File: config.mk
export PLATFORM = sky130hd
export DESIGN_NAME = uart_interrupt_fifo_control
export DESIGN_NICKNAME = d
export VERILOG_FILES = /design/src/hdl/uart_int_pkg.sv /design/src/hdl/int_priority_enc.sv /design/src/hdl/rx_timeout_timer.sv /design/src/hdl/uart_interrupt_fifo_control.sv
export SDC_FILE = /design/constraint.sdc
export NUM_CORES = 1
export LEC_CHECK = 0
export ABC_AREA = 1
export BUFFER_PORTS_ARGS = -buffer_cell sky130_fd_sc_hd__buf_4
export CAP_MARGIN = 10
export CORE_AREA = 3 3 91 93
export CTS_CLUSTER_SIZE = 28
export DETAILED_ROUTE_END_ITERATION = 10
export DIE_AREA = 0 0 94 96
export GPL_ROUTABILITY_DRIVEN = 0
export SETUP_SLACK_MARGIN = 0.3
export SLEW_MARGIN = 20
export SYNTH_ARGS = -nofsm -noshare
export SYNTH_HDL_FRONTEND = slang
export SYNTH_SLANG_ARGS = --single-unit
File: constraint.sdc
create_clock -name CLK_IN -period 1.7 [get_ports CLK_IN]
set_input_delay 0.17 -clock CLK_IN [delete_from_list [all_inputs] [get_ports CLK_IN]]
set_output_delay 0.17 -clock CLK_IN [all_outputs]
set_load 0.02 [all_outputs]
File: src/hdl/uart_int_pkg.sv
// shared constants for the uart interrupt and fifo control block
package uart_int_pkg;
    // register addresses on the three-bit bus
    localparam logic [2:0] ADDR_DATA = 3'h0;
    localparam logic [2:0] ADDR_INT_MASK = 3'h1;
    localparam logic [2:0] ADDR_SRC_FCTL = 3'h2;
    localparam logic [2:0] ADDR_LINE_STATUS = 3'h5;
    localparam logic [2:0] ADDR_MODEM_STATUS = 3'h6;
    // interrupt mask bit positions
    localparam int MASK_RX_DATA = 0;
    localparam int MASK_TX_READY = 1;
    localparam int MASK_LINE = 2;
    localparam int MASK_MODEM = 3;
    localparam int MASK_ENH_LO = 4;
    localparam int MASK_XOFF = 5;
    localparam int MASK_RTS = 6;
    localparam int MASK_CTS = 7;
    localparam logic [7:0] INT_MASK_RESET = 8'h00;
    // fifo control bit positions
    localparam int FC_ENABLE = 0;
    localparam int FC_RX_RESET = 1;
    localparam int FC_TX_RESET = 2;
    localparam int FC_DMA = 3;
    localparam int FC_TX_TRIG_LO = 4;
    localparam int FC_RX_TRIG_LO = 6;
    // interrupt source codes, bits 5:0
    localparam logic [5:0] SRC_LINE = 6'h06;
    localparam logic [5:0] SRC_TIMEOUT = 6'h0C;
    localparam logic [5:0] SRC_RX_DATA = 6'h04;
    localparam logic [5:0] SRC_TX_READY = 6'h02;
    localparam logic [5:0] SRC_MODEM = 6'h00;
    localparam logic [5:0] SRC_XOFF_SPECIAL = 6'h10;
    localparam logic [5:0] SRC_FLOW_PIN = 6'h20;
    localparam logic [5:0] SRC_NONE = 6'h01;
    localparam logic [1:0] FIFO_ON_BITS = 2'h3;
    // trigger levels for select codes 00..11
    localparam logic [4:0] TRIG_LVL_0 = 5'h01;
    localparam logic [4:0] TRIG_LVL_1 = 5'h04;
    localparam logic [4:0] TRIG_LVL_2 = 5'h08;
    localparam logic [4:0] TRIG_LVL_3 = 5'h0E;
    // receive timeout: four characters plus twelve bit times
    localparam logic [3:0] TIMEOUT_CHARS = 4'h4;
    localparam logic [7:0] TIMEOUT_EXTRA_BITS = 8'h0C;
    localparam int FIFO_DEPTH = 16;
    localparam int COUNT_W = 5;

    function automatic logic [4:0] trig_level(input logic [1:0] sel);
        case (sel)
            2'h0: trig_level = TRIG_LVL_0;
            2'h1: trig_level = TRIG_LVL_1;
            2'h2: trig_level = TRIG_LVL_2;
            default: trig_level = TRIG_LVL_3;
        endcase
    endfunction
endpackage

File: src/hdl/int_priority_enc.sv
// priority encoder for the pending interrupt sources
`timescale 1ns/1ps
`default_nettype none
module int_priority_enc (
    input wire logic line_in,
    input wire logic timeout_in,
    input wire logic rx_data_in,
    input wire logic tx_ready_in,
    input wire logic modem_in,
    input wire logic xoff_special_in,
    input wire logic flow_pin_in,
    output logic [5:0] code_out
);
    import uart_int_pkg::*;
    // only the highest pending level is reported; the rest wait their turn
    // codes of levels one to three
    // codes of levels four to seven
    always_comb begin
        if (line_in) begin
            code_out = SRC_LINE;
        end else if (timeout_in) begin
            code_out = SRC_TIMEOUT;
        end else if (rx_data_in) begin
            code_out = SRC_RX_DATA;
        end else if (tx_ready_in) begin
            code_out = SRC_TX_READY;
        end else if (modem_in) begin
            code_out = SRC_MODEM;
        end else if (xoff_special_in) begin
            code_out = SRC_XOFF_SPECIAL;
        end else if (flow_pin_in) begin
            code_out = SRC_FLOW_PIN;
        end else begin
            code_out = SRC_NONE;
        end
    end
endmodule // int_priority_enc
`default_nettype wire

File: src/hdl/rx_timeout_timer.sv
// receive timeout timer counted in bit times
`timescale 1ns/1ps
`default_nettype none
module rx_timeout_timer (
    input wire logic clk_in,
    input wire logic reset_in,
    input wire logic ce_in,
    input wire logic run_in,
    input wire logic restart_in,
    input wire logic bit_tick_in,
    input wire logic [3:0] char_bits_in,
    output logic expire_out
);
    import uart_int_pkg::*;
    logic [7:0] count_ff;
    wire [7:0] limit = 8'({4'h0, char_bits_in} * {4'h0, TIMEOUT_CHARS}) + TIMEOUT_EXTRA_BITS;
    wire at_limit = (count_ff == limit);
    assign expire_out = run_in && bit_tick_in && (count_ff == limit - 8'h01);
    // the timer holds at the limit so the event fires once per idle gap
    always_ff @(posedge clk_in) begin
        if (reset_in) begin
            count_ff <= 8'h00;
        end else if (ce_in) begin
            if (restart_in || !run_in) begin
                count_ff <= 8'h00;
            end else if (bit_tick_in && !at_limit) begin
                count_ff <= count_ff + 8'h01;
            end
        end
    end
endmodule // rx_timeout_timer
`default_nettype wire

File: src/hdl/uart_interrupt_fifo_control.sv
// interrupt prioritisation and fifo control for one uart channel
//
// Overview of operation
// - mask bit 5 enables receive xoff interrupt; default off; enhanced mode only.
// - mask bit 6 set: interrupt on request-to-send rising edge.
// - mask bit 7 set: interrupt on clear-to-send rising edge.
// - source read returns highest pending code; lower ones wait.
// - codes: line status 000110, timeout 001100, receive data 000100.
// - codes: tx 000010, modem 000000, xoff 010000, pin 100000, none 000001.
// - line status interrupt from status bits 1-4; cleared by line status read.
// - receive data interrupt while fifo level is at or above trigger.
// - receive timeout after four characters plus twelve bits; cleared by data read.
// - tx ready on trigger or empty; cleared by source read or data write.
// - modem interrupt from modem bits 0-3; cleared by modem status read.
// - xoff interrupt on match; cleared by source read or xon.
// - special character interrupt; cleared by source read or next character.
// - flow pin rising edges interrupt; cleared by modem status read; bit 5.
// - wake-up indication reads as no-interrupt code; cleared by source read.
// - source bit 0 low while pending, high otherwise.
// - source bits 7:6 both high while fifos are enabled.
// - fifo control bit 0 enables fifos; other bits need it in same write.
// - bit 1 resets receive fifo pointers, self clearing.
// - bit 2 resets transmit fifo pointers, self clearing.
// - bit 3 selects dma mode for the ready pins.
// - bits 5:4 select tx trigger in enhanced mode; last selection applies both.
// - trigger codes 00..11 give 1, 4, 8 and 14 characters.
`timescale 1ns/1ps
`default_nettype none
module uart_interrupt_fifo_control #(
    parameter int DEPTH = uart_int_pkg::FIFO_DEPTH
) (
    input wire logic CLK_IN,
    input wire logic RESET_IN,
    input wire logic CE_IN,
    input wire logic [2:0] ADDR_IN,
    input wire logic RD_STROBE_IN,
    input wire logic WR_STROBE_IN,
    input wire logic [7:0] WR_DATA_IN,
    input wire logic ENH_ENABLE_IN,
    input wire logic [4:1] LINE_STATUS_IN,
    input wire logic [3:0] MODEM_STATUS_IN,
    input wire logic [uart_int_pkg::COUNT_W-1:0] RX_COUNT_IN,
    input wire logic [uart_int_pkg::COUNT_W-1:0] TX_COUNT_IN,
    input wire logic RX_CHAR_IN,
    input wire logic BIT_TICK_IN,
    input wire logic [3:0] CHAR_BITS_IN,
    input wire logic XOFF_MATCH_IN,
    input wire logic XON_MATCH_IN,
    input wire logic SPECIAL_MATCH_IN,
    input wire logic CTS_IN,
    input wire logic RTS_IN,
    input wire logic SLEEP_EXIT_IN,
    output logic [7:0] RD_DATA_OUT,
    output logic INT_OUT,
    output logic FIFO_EN_OUT,
    output logic RX_FIFO_RESET_OUT,
    output logic TX_FIFO_RESET_OUT,
    output logic DMA_MODE_OUT,
    output logic [4:0] TRIG_LEVEL_OUT,
    output logic SLEEP_EN_OUT,
    output logic RX_DMA_REQUEST_N_OUT,
    output logic TX_DMA_REQUEST_N_OUT
);
    import uart_int_pkg::*;

    // ----------------------------------------------------------------
    // state
    // ----------------------------------------------------------------
    logic [7:0] mask_ff;
    logic fifo_en_ff;
    logic dma_ff;
    logic [1:0] trig_sel_ff;
    logic tx_flag_ff;
    logic tx_above_ff;
    logic [COUNT_W-1:0] tx_count_d_ff;
    logic timeout_flag_ff;
    logic xoff_flag_ff;
    logic special_flag_ff;
    logic cts_flag_ff;
    logic rts_flag_ff;
    logic cts_d_ff;
    logic rts_d_ff;
    logic wake_ff;
    logic [5:0] code;

    // ----------------------------------------------------------------
    // bus decode
    // ----------------------------------------------------------------
    wire wr_data = WR_STROBE_IN && (ADDR_IN == ADDR_DATA);
    wire rd_data = RD_STROBE_IN && (ADDR_IN == ADDR_DATA);
    wire wr_mask = WR_STROBE_IN && (ADDR_IN == ADDR_INT_MASK);
    wire rd_mask = RD_STROBE_IN && (ADDR_IN == ADDR_INT_MASK);
    wire wr_fctl = WR_STROBE_IN && (ADDR_IN == ADDR_SRC_FCTL);
    wire rd_src = RD_STROBE_IN && (ADDR_IN == ADDR_SRC_FCTL);
    wire rd_line = RD_STROBE_IN && (ADDR_IN == ADDR_LINE_STATUS);
    wire rd_modem = RD_STROBE_IN && (ADDR_IN == ADDR_MODEM_STATUS);

    // upper mask bits only writable in enhanced mode
    wire [7:0] nxt_mask = ENH_ENABLE_IN ? WR_DATA_IN :
                          {mask_ff[MASK_CTS:MASK_ENH_LO], WR_DATA_IN[MASK_MODEM:0]};

    // a write with the enable bit clear programs nothing else
    wire fc_take = wr_fctl && WR_DATA_IN[FC_ENABLE];
    // enhanced writes take the tx select, which then serves both sides
    wire [1:0] nxt_trig_sel = ENH_ENABLE_IN ? WR_DATA_IN[FC_TX_TRIG_LO +: 2] :
                              WR_DATA_IN[FC_RX_TRIG_LO +: 2];
    wire [COUNT_W-1:0] trig = trig_level(trig_sel_ff);

    // ----------------------------------------------------------------
    // source conditions
    // ----------------------------------------------------------------
    // line status level, clears when the status bits are read away
    wire line_pend = mask_ff[MASK_LINE] && (|LINE_STATUS_IN);
    // level follows the fifo count against the trigger
    wire rx_level = fifo_en_ff ? (RX_COUNT_IN >= trig) : (RX_COUNT_IN != '0);
    wire rx_pend = mask_ff[MASK_RX_DATA] && rx_level;
    wire to_pend = mask_ff[MASK_RX_DATA] && timeout_flag_ff;
    wire tx_pend = mask_ff[MASK_TX_READY] && tx_flag_ff;
    wire modem_pend = mask_ff[MASK_MODEM] && (|MODEM_STATUS_IN);
    wire xs_pend = ENH_ENABLE_IN && mask_ff[MASK_XOFF] && (xoff_flag_ff || special_flag_ff);
    wire flow_pend = ENH_ENABLE_IN && (cts_flag_ff || rts_flag_ff);
    // low bit reads high with nothing pending
    wire any_pend = (code != SRC_NONE);

    // priority encoder picks the single reported source
    int_priority_enc u_enc (
        .line_in(line_pend),
        .timeout_in(to_pend),
        .rx_data_in(rx_pend),
        .tx_ready_in(tx_pend),
        .modem_in(modem_pend),
        .xoff_special_in(xs_pend),
        .flow_pin_in(flow_pend),
        .code_out(code)
    );

    // timer restarts on each new character or data read
    wire to_expire;
    rx_timeout_timer u_timer (
        .clk_in(CLK_IN),
        .reset_in(RESET_IN),
        .ce_in(CE_IN),
        .run_in(fifo_en_ff && (RX_COUNT_IN != '0)),
        .restart_in(RX_CHAR_IN || rd_data),
        .bit_tick_in(BIT_TICK_IN),
        .char_bits_in(CHAR_BITS_IN),
        .expire_out(to_expire)
    );

    // source-read clears of tx ready and xoff/special act only on the source actually reported
    wire src_rd_tx = rd_src && (code == SRC_TX_READY);
    wire src_rd_xs = rd_src && (code == SRC_XOFF_SPECIAL);

    // tx ready on fall below trigger after a reload above it, or on empty
    wire tx_empty_now = (TX_COUNT_IN == '0) && (tx_count_d_ff != '0);
    wire tx_fall = tx_above_ff && (TX_COUNT_IN < trig);
    wire tx_set = fifo_en_ff ? (tx_fall || tx_empty_now) : tx_empty_now;
    wire rts_rise = RTS_IN && !rts_d_ff && mask_ff[MASK_RTS];
    wire cts_rise = CTS_IN && !cts_d_ff && mask_ff[MASK_CTS];

    // fifo status bits then the reported code
    wire [7:0] src_value = {fifo_en_ff ? FIFO_ON_BITS : 2'h0, code};
    wire [7:0] nxt_rd = rd_src ? src_value : (rd_mask ? mask_ff : 8'h00);

    // ----------------------------------------------------------------
    // register file
    // ----------------------------------------------------------------
    always_ff @(posedge CLK_IN) begin
        if (RESET_IN) begin
            mask_ff <= INT_MASK_RESET;
            fifo_en_ff <= 1'b0;
            dma_ff <= 1'b0;
            trig_sel_ff <= 2'h0;
            RX_FIFO_RESET_OUT <= 1'b0;
            TX_FIFO_RESET_OUT <= 1'b0;
            RD_DATA_OUT <= 8'h00;
        end else if (CE_IN) begin
            if (wr_mask) begin
                mask_ff <= nxt_mask;
            end
            if (wr_fctl) begin
                fifo_en_ff <= WR_DATA_IN[FC_ENABLE];
            end
            if (fc_take) begin
                dma_ff <= WR_DATA_IN[FC_DMA];
                trig_sel_ff <= nxt_trig_sel;
            end
            RX_FIFO_RESET_OUT <= fc_take && WR_DATA_IN[FC_RX_RESET];
            TX_FIFO_RESET_OUT <= fc_take && WR_DATA_IN[FC_TX_RESET];
            if (RD_STROBE_IN) begin
                RD_DATA_OUT <= nxt_rd;
            end
        end
    end

    // ----------------------------------------------------------------
    // sticky flags: a set in the clearing cycle wins
    // ----------------------------------------------------------------
    always_ff @(posedge CLK_IN) begin
        if (RESET_IN) begin
            tx_flag_ff <= 1'b0;
            tx_above_ff <= 1'b0;
            tx_count_d_ff <= '0;
            timeout_flag_ff <= 1'b0;
            xoff_flag_ff <= 1'b0;
            special_flag_ff <= 1'b0;
            cts_flag_ff <= 1'b0;
            rts_flag_ff <= 1'b0;
            cts_d_ff <= 1'b0;
            rts_d_ff <= 1'b0;
            wake_ff <= 1'b0;
        end else if (CE_IN) begin
            tx_count_d_ff <= TX_COUNT_IN;
            cts_d_ff <= CTS_IN;
            rts_d_ff <= RTS_IN;
            // remembers whether the last reload went past the trigger
            if (TX_COUNT_IN > trig) begin
                tx_above_ff <= 1'b1;
            end else if (tx_fall || TX_COUNT_IN == '0) begin
                tx_above_ff <= 1'b0;
            end
            tx_flag_ff <= tx_set || (tx_flag_ff && !src_rd_tx && !wr_data);
            // timeout flag cleared by data read
            timeout_flag_ff <= to_expire || (timeout_flag_ff && !rd_data);
            xoff_flag_ff <= XOFF_MATCH_IN || (xoff_flag_ff && !src_rd_xs && !XON_MATCH_IN);
            special_flag_ff <= SPECIAL_MATCH_IN ||
                               (special_flag_ff && !src_rd_xs && !RX_CHAR_IN);
            // pin flags cleared by modem status read
            cts_flag_ff <= cts_rise || (cts_flag_ff && !rd_modem);
            rts_flag_ff <= rts_rise || (rts_flag_ff && !rd_modem);
            wake_ff <= SLEEP_EXIT_IN || (wake_ff && !rd_src);
        end
    end

    // ----------------------------------------------------------------
    // pin-facing outputs
    // ----------------------------------------------------------------
    // wake-up shares the idle code, so it raises the line but not the code
    wire rx_req = (dma_ff && fifo_en_ff) ? (rx_level || timeout_flag_ff) : (RX_COUNT_IN != '0);
    wire tx_req = (dma_ff && fifo_en_ff) ? (TX_COUNT_IN < COUNT_W'(DEPTH)) :
                  (TX_COUNT_IN == '0);
    always_ff @(posedge CLK_IN) begin
        if (RESET_IN) begin
            INT_OUT <= 1'b0;
            FIFO_EN_OUT <= 1'b0;
            DMA_MODE_OUT <= 1'b0;
            TRIG_LEVEL_OUT <= TRIG_LVL_0;
            SLEEP_EN_OUT <= 1'b0;
            RX_DMA_REQUEST_N_OUT <= 1'b1;
            TX_DMA_REQUEST_N_OUT <= 1'b1;
        end else if (CE_IN) begin
            // interrupt line tracks the pending state
            INT_OUT <= any_pend || wake_ff;
            // fifo control pins show a write one cycle on, in step with the register
            FIFO_EN_OUT <= wr_fctl ? WR_DATA_IN[FC_ENABLE] : fifo_en_ff;
            DMA_MODE_OUT <= fc_take ? WR_DATA_IN[FC_DMA] : dma_ff;
            TRIG_LEVEL_OUT <= fc_take ? trig_level(nxt_trig_sel) : trig;
            SLEEP_EN_OUT <= ENH_ENABLE_IN && mask_ff[MASK_ENH_LO];
            // ready pins follow the selected mode
            RX_DMA_REQUEST_N_OUT <= !rx_req;
            TX_DMA_REQUEST_N_OUT <= !tx_req;
        end
    end
endmodule // uart_interrupt_fifo_control
`default_nettype wire

==> Yosys cells after proc, flatten, opt, wreduce, memory -nomap -nowiden <==
Index checks and enable logic that the tools add are counted.
Widths: inputs -> output; s select.
{ "totals": {"register_bits": 54, "latchBits": 0, "ram_bits": 0, "romBits": 0, "inputBits": 47, "memories": 0} }
{ "op_classes": {"n_addsub": 3, "mul": 0, "div_mod_pow": 0, "order_cmp": 4, "n_eq_ne": 12, "n_shift": 0, "mux": 24, "n_bitwise": 0, "n_reduce_logical": 88} }
{ "ops": {"columns": ["cell", "n"], "rows": [
  ["$logic_and 1x1->1", 42],
  ["$mux 6", 7],
  ["$mux 8", 4],
  ["$pmux 4 s3", 2],
  ["$eq 8x8->1", 2],
  ["$logic_or 1x1->1", 15],
  ["$logic_not 1->1", 14],
  ["$reduce_and 2->1", 6],
  ["$reduce_bool 5->1", 2],
  ["$add 8x1->8 const B", 1],
  ["$mux 1", 8],
  ["$reduce_or 4->1", 2],
  ["$sub 8x1->8 const B", 1],
  ["$add 6x4->7 const B", 1],
  ["$eq 6x2->1 const B", 1],
  ["$eq 6x5->1 const B", 1],
  ["$ne 6x1->1 const B", 1],
  ["$ge 5x5->1", 1],
  ["$gt 5x5->1", 1],
  ["$logic_not 5->1", 1],
  ["$lt 5x5->1", 1],
  ["$lt 5x5->1 const B", 1],
  ["$mux 5", 1],
  ["$eq 2x1->1 const B", 2],
  ["other kinds (9)", 13]
]} }

==> Longest topological paths before layout <==
Gate-level depths: netlist (run 1).
{ "logic_depth": {"depth_word": 15, "depth_mapped": 14, "depth_no_buf": 14} }

==> Hierarchy <==
Synthesis (run 1) repeated with hierarchy kept, for this count alone.
{ "unflattened": {"hier_cells": 472, "hier_area_um2": 3190.6} }
{ "by_module_without_submodules": {"columns": ["module", "n_inst", "cells_per_inst", "area_each_um2"], "rows": [
  ["uart_interrupt_fifo_control", 1, 316, 2296.0],
  ["rx_timeout_timer", 1, 138, 818.3],
  ["int_priority_enc", 1, 18, 76.3]
]} }

==> Worst setup path after synthesis (run 1) <==
Ideal clock, no wire load.
{ "synth_path": {"path_kind": "register -> register", "from": "register trig_sel_ff[0]", "to": "register RD_DATA_OUT[0]", "setup_ps": 117, "arrival_ps": 1453, "required_ps": 1583, "path_slack_ps": 130, "stages_incl_launch_ff": 13, "n_path_buf": 0, "period_less_slack_ps": 1570, "path_cell_list": "dfxtp_1 nand2_1 ha_1 nand2_1 nand3b_1 nand3_1 nand2_1 nand2_1 nand2_1 nand2_1 nor2_1 a21oi_1 nor2_1"} }
{ "synth_between": {"elab_chain_len": 9} }
{ "synth_lines": {"columns": ["item", "line_no", "text"], "rows": [
  ["from (decl)", "uart_interrupt_fifo_control.sv:72", "logic [1:0] trig_sel_ff;"],
  ["from (signal assigned)", "uart_interrupt_fifo_control.sv:186", "trig_sel_ff <= nxt_trig_sel;"],
  ["$eq 2x2->1 (tied with other cells)", "uart_int_pkg.sv:48", "case (sel)"],
  ["$pmux 4 s3 *", "uart_int_pkg.sv:48", null],
  ["$ge 5x5->1 *", "uart_interrupt_fifo_control.sv:115", "wire rx_level = fifo_en_ff ? (RX_COUNT_IN >= trig) : (RX_COUNT_IN != '0);"],
  ["$mux 1 *", "uart_interrupt_fifo_control.sv:115", null],
  ["$logic_and 1x1->1 *", "uart_interrupt_fifo_control.sv:116", "wire rx_pend = mask_ff[MASK_RX_DATA] && rx_level;"],
  ["$mux 6 *", "int_priority_enc.sv:23", "end else if (rx_data_in) begin"],
  ["$mux 6 *", "int_priority_enc.sv:21", "end else if (timeout_in) begin"],
  ["$mux 6 *", "int_priority_enc.sv:19", "if (line_in) begin"],
  ["$mux 8 *", "uart_interrupt_fifo_control.sv:163", "wire [7:0] nxt_rd = rd_src ? src_value : (rd_mask ? mask_ff : 8'h00);"],
  ["to (signal assigned)", "uart_interrupt_fifo_control.sv:191", "RD_DATA_OUT <= nxt_rd;"],
  ["to (decl)", "uart_interrupt_fifo_control.sv:53", "output logic [7:0] RD_DATA_OUT,"]
]} }
Mark *: on every way between the ends. The rest lies on a longest branch, timed or not.
A chain may end at the register's enable or synchronous reset.

==> Final worst setup path (run 1) <==
{ "layout_path": {"from": "register trig_sel_ff[1]", "to": "register RD_DATA_OUT[0]"} }
Same word-level chain as after synthesis.

==> qor.yml, run 1 <==
synth.top_cells.by_area: "sky130_fd_sc_hd__dfxtp_1 (34%), sky130_fd_sc_hd__nand2_1 (13%), sky130_fd_sc_hd__inv_1 (7.4%), sky130_fd_sc_hd__o21ai_0 (7.0%), sky130_fd_sc_hd__nor2_1 (6.7%)"
run_status: "finished clean"
overall_via_count_from_detail_route: 3403
worstPathMaxFanout: 4
yosys_warnings: 0
final.setup_skew_ps: 12.8
post_synth_inst_count: 477
crit_path_frequent_cell: "sky130_fd_sc_hd__nand2_4"
detail_route.wirelength_um: 9070
timing.slew.headroom_pct: 47.0
hold_ws_ps: 101
slowest_stage: "sky130_fd_sc_hd__dfxtp_4"
grt_setup_unrepaired: "yes"
nNetsFinal: 628
period_share_pct: 98.8
cts_htree_levels: 2
power_switching_mw: 0.737
fin_cells: 672
grt_pass1_vias: 3021
power.share.clock_pct: 29.3
mappedNetlistArea_um2: 3090
cts_buffer_depth: 2
fp-row-count: 32
detailed_place_hpwl_um: 6690
synth.lib_cells_used.distinct: 33
reg2reg_slack_ps: 20
min-delay-start: "WR_DATA_IN[7]"
power_per_cell_area_nw_per_um2: 589
ys_ff_latch: 53
drc: 0
grt_max_degree: 29
tns_ps: 0
cell_internal_pwr_mw: 1.83
library_cell_occupying_the_most_area_in_the_post_synthesis_netlist: "sky130_fd_sc_hd__dfxtp_1"
synth.net_count: 536
clock_root_buffer: "sky130_fd_sc_hd__clkbuf_8"
core-area_um2: 7610
worstSetupStartpoint: "trig_sel_ff[1]$_SDFFE_PP0P_"
timing.critical_path.slowest_cell_delay_ps: 410
num_antenna_cells: 0
cts_tree: "done"
postLayoutCoreUtil_pct: 57.3
synth_seq_area_share_pct: 34.3
worst_setup_path_start_kind: "flip-flop"
hp-class: "input port to flip-flop"
fmax_ghz: 0.596
design_power_total_mw: 2.57
cts_hold_repair.buffers: 0
worst_ep_arrival_time_ps: 1890
p_comb_share_pct: 19.8
timing.rr.start: "trig_sel_ff[1]$_SDFFE_PP0P_"
area_growth_syn_to_layout_pct: 41.1
groute.usage.overall_pct: 20.1
timing_max_transition_violations_final: 0
die_h_um: 96
final_layout_size_suffix_gt1_share_pct: 34.6
clock_latency_ps: 310
antenna_violating_nets_post_route: 0
start_util_pct: 40.6
via_density_per_instance: 5.06
number_of_port_buffers: 66
die_w_um: 94
top_library_cells_by_usage_in_the_layout_fill_and_taps_aside: "sky130_fd_sc_hd__buf_4 (92), sky130_fd_sc_hd__nand2_1 (91), sky130_fd_sc_hd__inv_1 (51)"
vdd_drop_max_uv: 455
mostFrequentLayoutCell: "sky130_fd_sc_hd__buf_4"
grt_pass1_wl_um: 14500
path_clk_slew_ps: 100
cellLeakagePower_nw: 1.95
worst_ep_required_time_ps: 1920
io_pins: 68
syn_avg_cell_area_um2: 6.48
number_of_optimization_iterations_in_the_first_detailed_route_pass: 4
proportion_of_netlist_area_held_by_the_largest_area_contributor_pct: 34.3
worst_slew_pin_slew_ps: 795
grt_antenna_before_repair: 0
floorplan.die_area_um2: 9020
netSwitchingFraction_pct: 28.7
drv_cap: 0
final-setup-viol-count: 0
part_of_the_power_in_registers_pct: 50.9
finalCriticalPeriod_ps: 1680
routedWlPerCell_um: 13.5
grt-ovfl-total: 0
report.final.hold_viol_count: 0
clock_sinks: 53
cp_cell_sequence: "nand2_4 -> ha_4 -> nand2_1 -> nand3b_1 -> nand3_1 -> nand2_1 -> nand2_2 -> nand2_4 -> nand2_4 -> nor2_4 -> a21oi_2 -> nor2_1"
worst-setup-path-type: "flip-flop to flip-flop"
crit_path_end_kind: "flip-flop"
cts-buffers-inserted: 5
place_inst: 645
detailedRoute.firstIterationViolations: 175
-- synthesized netlist by cell type, drive strengths merged --
library cell,number
nand2,112
inv,64
nor2,59
dfxtp,53
o21ai,45
a21oi,42
nand3,32
nand4,16
ha,12
clkbuf,10
nor3,8
xor2,6
a31oi,4
buf,3
or3b,2
clkinv,1
conb,1
mux2i,1
nand3b,1
o21a,1
o221ai,1
o41ai,1
or2,1
or3,1
-- critical path, delay by kind of cell (launching register included) --
kind                       cells  cell delay [ps]
and+or+nand+nor               10              780
AOI/OAI and AO/OA              1              140
adders and majority gates      1              250
DFF                            1              410
-- final cells by class --
class                      instances  area [µm²]
inverter                          65         246
fill                             722        3250
clock buffer                       6        82.6
timing repair buffer              98         767
multi-input combinational        346        2050
clock inverter                     2        13.8
tap                              102         128
sequential                        53        1080
-- power groups by stage --
stage,registers (mW),clock network (mW),logic (mW)
2_1_floorplan,1.36,0,0.224
3_3_place_gp,1.34,0,0.450
4_1_cts,1.31,0.771,0.475
5_1_grt,1.31,0.823,0.566
6_report,1.31,0.753,0.509
3_5_place_dp,1.34,0,0.455
-- state kept, by name (all words and copies together), names as in the netlist, 2 cells and up --
signal and count:
RD_DATA_OUT 8, trig_sel_ff 2, mask_ff 8, tx_count_d_ff 5, TRIG_LEVEL_OUT 4, u_timer.count_ff 8
-- stage by stage --
stage	area [µm²]	setup slack, ps
6_report	4360	20.8
5_1_grt	4360	-83.3
4_1_cts	4130	36.5
3_5_place_dp	3800	-51.6
3_3_place_gp	3800	-37.3
2_1_floorplan	3140	207
-- kinds of logic (layout without fill, tap and decap cells) --
group | after synthesis | after routing | synth area share, %
compound gates | 94 | 94 | 16.2
buf+inv | 78 | 171 | 9.75
xor+xnor | 6 | 6 | 1.70
other cells | 1 | 1 | 0.121
mux | 1 | 1 | 0.324
fa+ha+maj | 12 | 12 | 4.86
simple gates | 232 | 232 | 32.7
flops | 53 | 53 | 34.3
-- timing repair --
item	CTS	global route
pin swaps	26	39
resized for setup	38	48
setup buffers	12	7
setup endpoints to repair	20	20
-- layer usage --
metal / up-vias / track usage, % / routed length [µm]
li1: 1736 / - / -
met1: 1573 / 26.7 / 4110
met2: 80 / 34.5 / 4420
met3: 14 / 2.97 / 400
met4: 0 / 4.81 / 140
met5: - / 0 / 0
-- final timing paths --
path | to | depth (start not counted)
worst max-delay path | RD_DATA_OUT[0]$_SDFFE_PP0P_ | 12
worst min-delay path | mask_ff[7]$_SDFFE_PP0P_ | 3
worst max register to register | RD_DATA_OUT[0]$_SDFFE_PP0P_ | 12
worst min register to register | cts_d_ff$_SDFFE_PP0P_ | 2
No activity file was read; power rests on OpenSTA's default activity.
==> inputs of run 2 (changes only) <==
--- a/config.mk
+++ b/config.mk
@@ -8,10 +8,10 @@
 export ABC_AREA = 1
 export BUFFER_PORTS_ARGS = -buffer_cell sky130_fd_sc_hd__buf_4
 export CAP_MARGIN = 10
-export CORE_AREA = 3 3 91 93
+export CORE_AREA = 3 3 98 100
 export CTS_CLUSTER_SIZE = 28
 export DETAILED_ROUTE_END_ITERATION = 10
-export DIE_AREA = 0 0 94 96
+export DIE_AREA = 0 0 101 103
 export GPL_ROUTABILITY_DRIVEN = 0
 export SETUP_SLACK_MARGIN = 0.3
 export SLEW_MARGIN = 20
==> qor.yml, run 2 (synthesized netlist as in run 1, its figures left out) <==
run_status: "finished clean"
drc: 0  # unchanged
detailed_place_hpwl_um: 6780  # +1.4%
via_density_per_instance: 5.00  # -1.2%
cts_hold_repair.buffers: 0  # unchanged
die_w_um: 101  # +7.4%
place_inst: 646  # +0.16%
p_comb_share_pct: 20.0  # +0.2 points
period_share_pct: 99.7  # +0.96 points
worst-setup-path-type: "flip-flop to flip-flop"
part_of_the_power_in_registers_pct: 52.4  # +1.5 points
cell_internal_pwr_mw: 1.79  # -2.5%
fillerInstances: 875  # +21%
num_antenna_cells: 0  # unchanged
cts_buffer_depth: 2  # unchanged
grt_setup_unrepaired: "yes"
hp-class: "input port to flip-flop"
io_pins: 68  # unchanged
antenna_violating_nets_post_route: 0  # unchanged
grt_max_degree: 27  # -6.9%
cellLeakagePower_nw: 1.83  # -6.2%
detailedRoute.firstIterationViolations: 106  # -39%
power_per_cell_area_nw_per_um2: 590  # +0.20%
grt-ovfl-total: 0  # unchanged
placed_area_um2: 3780  # -0.46%
worst_ep_arrival_time_ps: 1890  # about the same
grt_pass1_wl_um: 14900  # +3.2%
netSwitchingFraction_pct: 28.3  # -0.36 points
floorplan.die_area_um2: 10400  # +15%
path_clk_slew_ps: 90  # about the same
final-setup-viol-count: 0  # unchanged
worstPathMaxFanout: 4  # unchanged
area_growth_syn_to_layout_pct: 36.6
finish.instance_area_um2: 4220  # -3.2%
clock_latency_ps: 300  # about the same
fmax_ghz: 0.590  # -0.96%
worst_setup_path_start_kind: "flip-flop"
largestRegisters: "RD_DATA_OUT x8, mask_ff x8, u_timer.count_ff x8"
nNetsFinal: 619  # -1.4%
top_library_cells_by_usage_in_the_layout_fill_and_taps_aside: "sky130_fd_sc_hd__nand2_1 (91), sky130_fd_sc_hd__buf_4 (86), sky130_fd_sc_hd__inv_1 (53)"
hold_ws_ps: 108  # +6.94 ps
power.share.clock_pct: 27.7  # -1.6 points
final_layout_size_suffix_gt1_share_pct: 31.9  # -2.7 points
cts_htree_levels: 2  # unchanged
grt_antenna_before_repair: 0  # unchanged
tns_ps: 0  # unchanged
die_h_um: 103  # +7.3%
groute.usage.overall_pct: 17.6  # -2.5 points
clock_root_buffer: "sky130_fd_sc_hd__clkbuf_8"
number_of_optimization_iterations_in_the_first_detailed_route_pass: 4  # unchanged
power_switching_mw: 0.706  # -4.2%
clock_sinks: 53  # unchanged
grt_pass1_vias: 3247  # +7.5%
number_of_port_buffers: 66  # unchanged
fp-row-count: 34  # +6.3%
vdd_drop_max_uv: 391  # -14%
finalCriticalPeriod_ps: 1700  # +16.4 ps
final.setup_skew_ps: 5.86  # -6.90 ps
timing_max_transition_violations_final: 0  # unchanged
worst_ep_required_time_ps: 1890  # -30 ps
overall_via_count_from_detail_route: 3346  # -1.7%
start_util_pct: 35.3  # -5.4 points
mostFrequentLayoutCell: "sky130_fd_sc_hd__nand2_1"
crit_path_end_kind: "flip-flop"
cts-buffers-inserted: 5  # unchanged
report.final.hold_viol_count: 0  # unchanged
detail_route.wirelength_um: 9170  # +1.1%
design_power_total_mw: 2.49  # -3.0%
postLayoutCoreUtil_pct: 48.2  # -9.1 points
finalWorstSetupSlack_ps: 4.48  # -16.4 ps
core-area_um2: 8760  # +15%
routedWlPerCell_um: 13.7  # +1.6%
fin_cells: 669  # -0.45%
pre_cts_ws_ps: -14.1  # +37.4 ps
drv_cap: 0  # unchanged
cts_tree: "done"
==> run 2: cell count changes in the layout (fill, tap and decap cells not counted), moves of 4 or more <==
cell / previous run / this run
sky130_fd_sc_hd__nand2_4: 10 / 3
sky130_fd_sc_hd__nor2_2: 5 / 9
sky130_fd_sc_hd__nand2_2: 11 / 18
sky130_fd_sc_hd__buf_4: 92 / 86
==> run 2: worst paths after layout <==
check | startpoint | end | slack [ps] | cells past startpoint
worst min register to register | rts_flag_ff$_SDFFE_PP0P_ | rts_flag_ff$_SDFFE_PP0P_ | 470 | 2
worst max-delay path | trig_sel_ff[1]$_SDFFE_PP0P_ | RD_DATA_OUT[5]$_SDFFE_PP0P_ | 4 | 13
worst min-delay path | WR_DATA_IN[7] | mask_ff[7]$_SDFFE_PP0P_ | 110 | 3
worst max register to register | trig_sel_ff[1]$_SDFFE_PP0P_ | RD_DATA_OUT[5]$_SDFFE_PP0P_ | 4 | 13
==> run 2: final cells by class <==
type                            count  area [µm²]  area share (%)
Multi-Input combinational cell    346        1990            47.1
Tap cell                          108         135            3.20
Inverter                           65         246            5.84
Clock buffer                        8        80.1            1.90
Timing Repair Buffer               89         688            16.3
Sequential cell                    53        1080            25.7
==> run 2: routing by layer <==
layer | routed length (µm) | up-vias | part of all wire (%) | track usage (%)
met5 | 0 | - | 0 | 0
met4 | 77 | 0 | 0.84 | 3.89
met3 | 359 | 8 | 3.9 | 3.11
met2 | 4490 | 74 | 49 | 31.0
met1 | 4240 | 1549 | 46 | 22.5
li1 | - | 1715 | - | -
==> run 2: power groups by stage <==
stage / Clock [mW] / Combinational [mW] / Sequential, mW
floorplan: 0 / 0.224 / 1.36
global placement: 0 / 0.453 / 1.34
detailed placement: 0 / 0.460 / 1.34
CTS: 0.718 / 0.476 / 1.31
global route: 0.752 / 0.556 / 1.31
finish: 0.690 / 0.497 / 1.31
==> run 2: repair_timing <==
action,CTS,global route
gates resized for setup,30,38
setup buffers,10,5
pin swaps,18,22
setup endpoints to repair,20,20
endpoints found under the hold margin,0,0
==> run 2: critical path: stages (launching register included) <==
cell and delay (ps):
sky130_fd_sc_hd__dfxtp_4 410, sky130_fd_sc_hd__inv_4 60, sky130_fd_sc_hd__ha_4 260, sky130_fd_sc_hd__inv_2 30, sky130_fd_sc_hd__nor2_2 110, sky130_fd_sc_hd__nand3b_1 80, sky130_fd_sc_hd__nand3_1 80, sky130_fd_sc_hd__nand2_1 70
sky130_fd_sc_hd__nand2_2 90, sky130_fd_sc_hd__nand2_4 60, sky130_fd_sc_hd__nand2_2 100, sky130_fd_sc_hd__nor2_2 50, sky130_fd_sc_hd__a21oi_2 140, sky130_fd_sc_hd__nor2_1 60
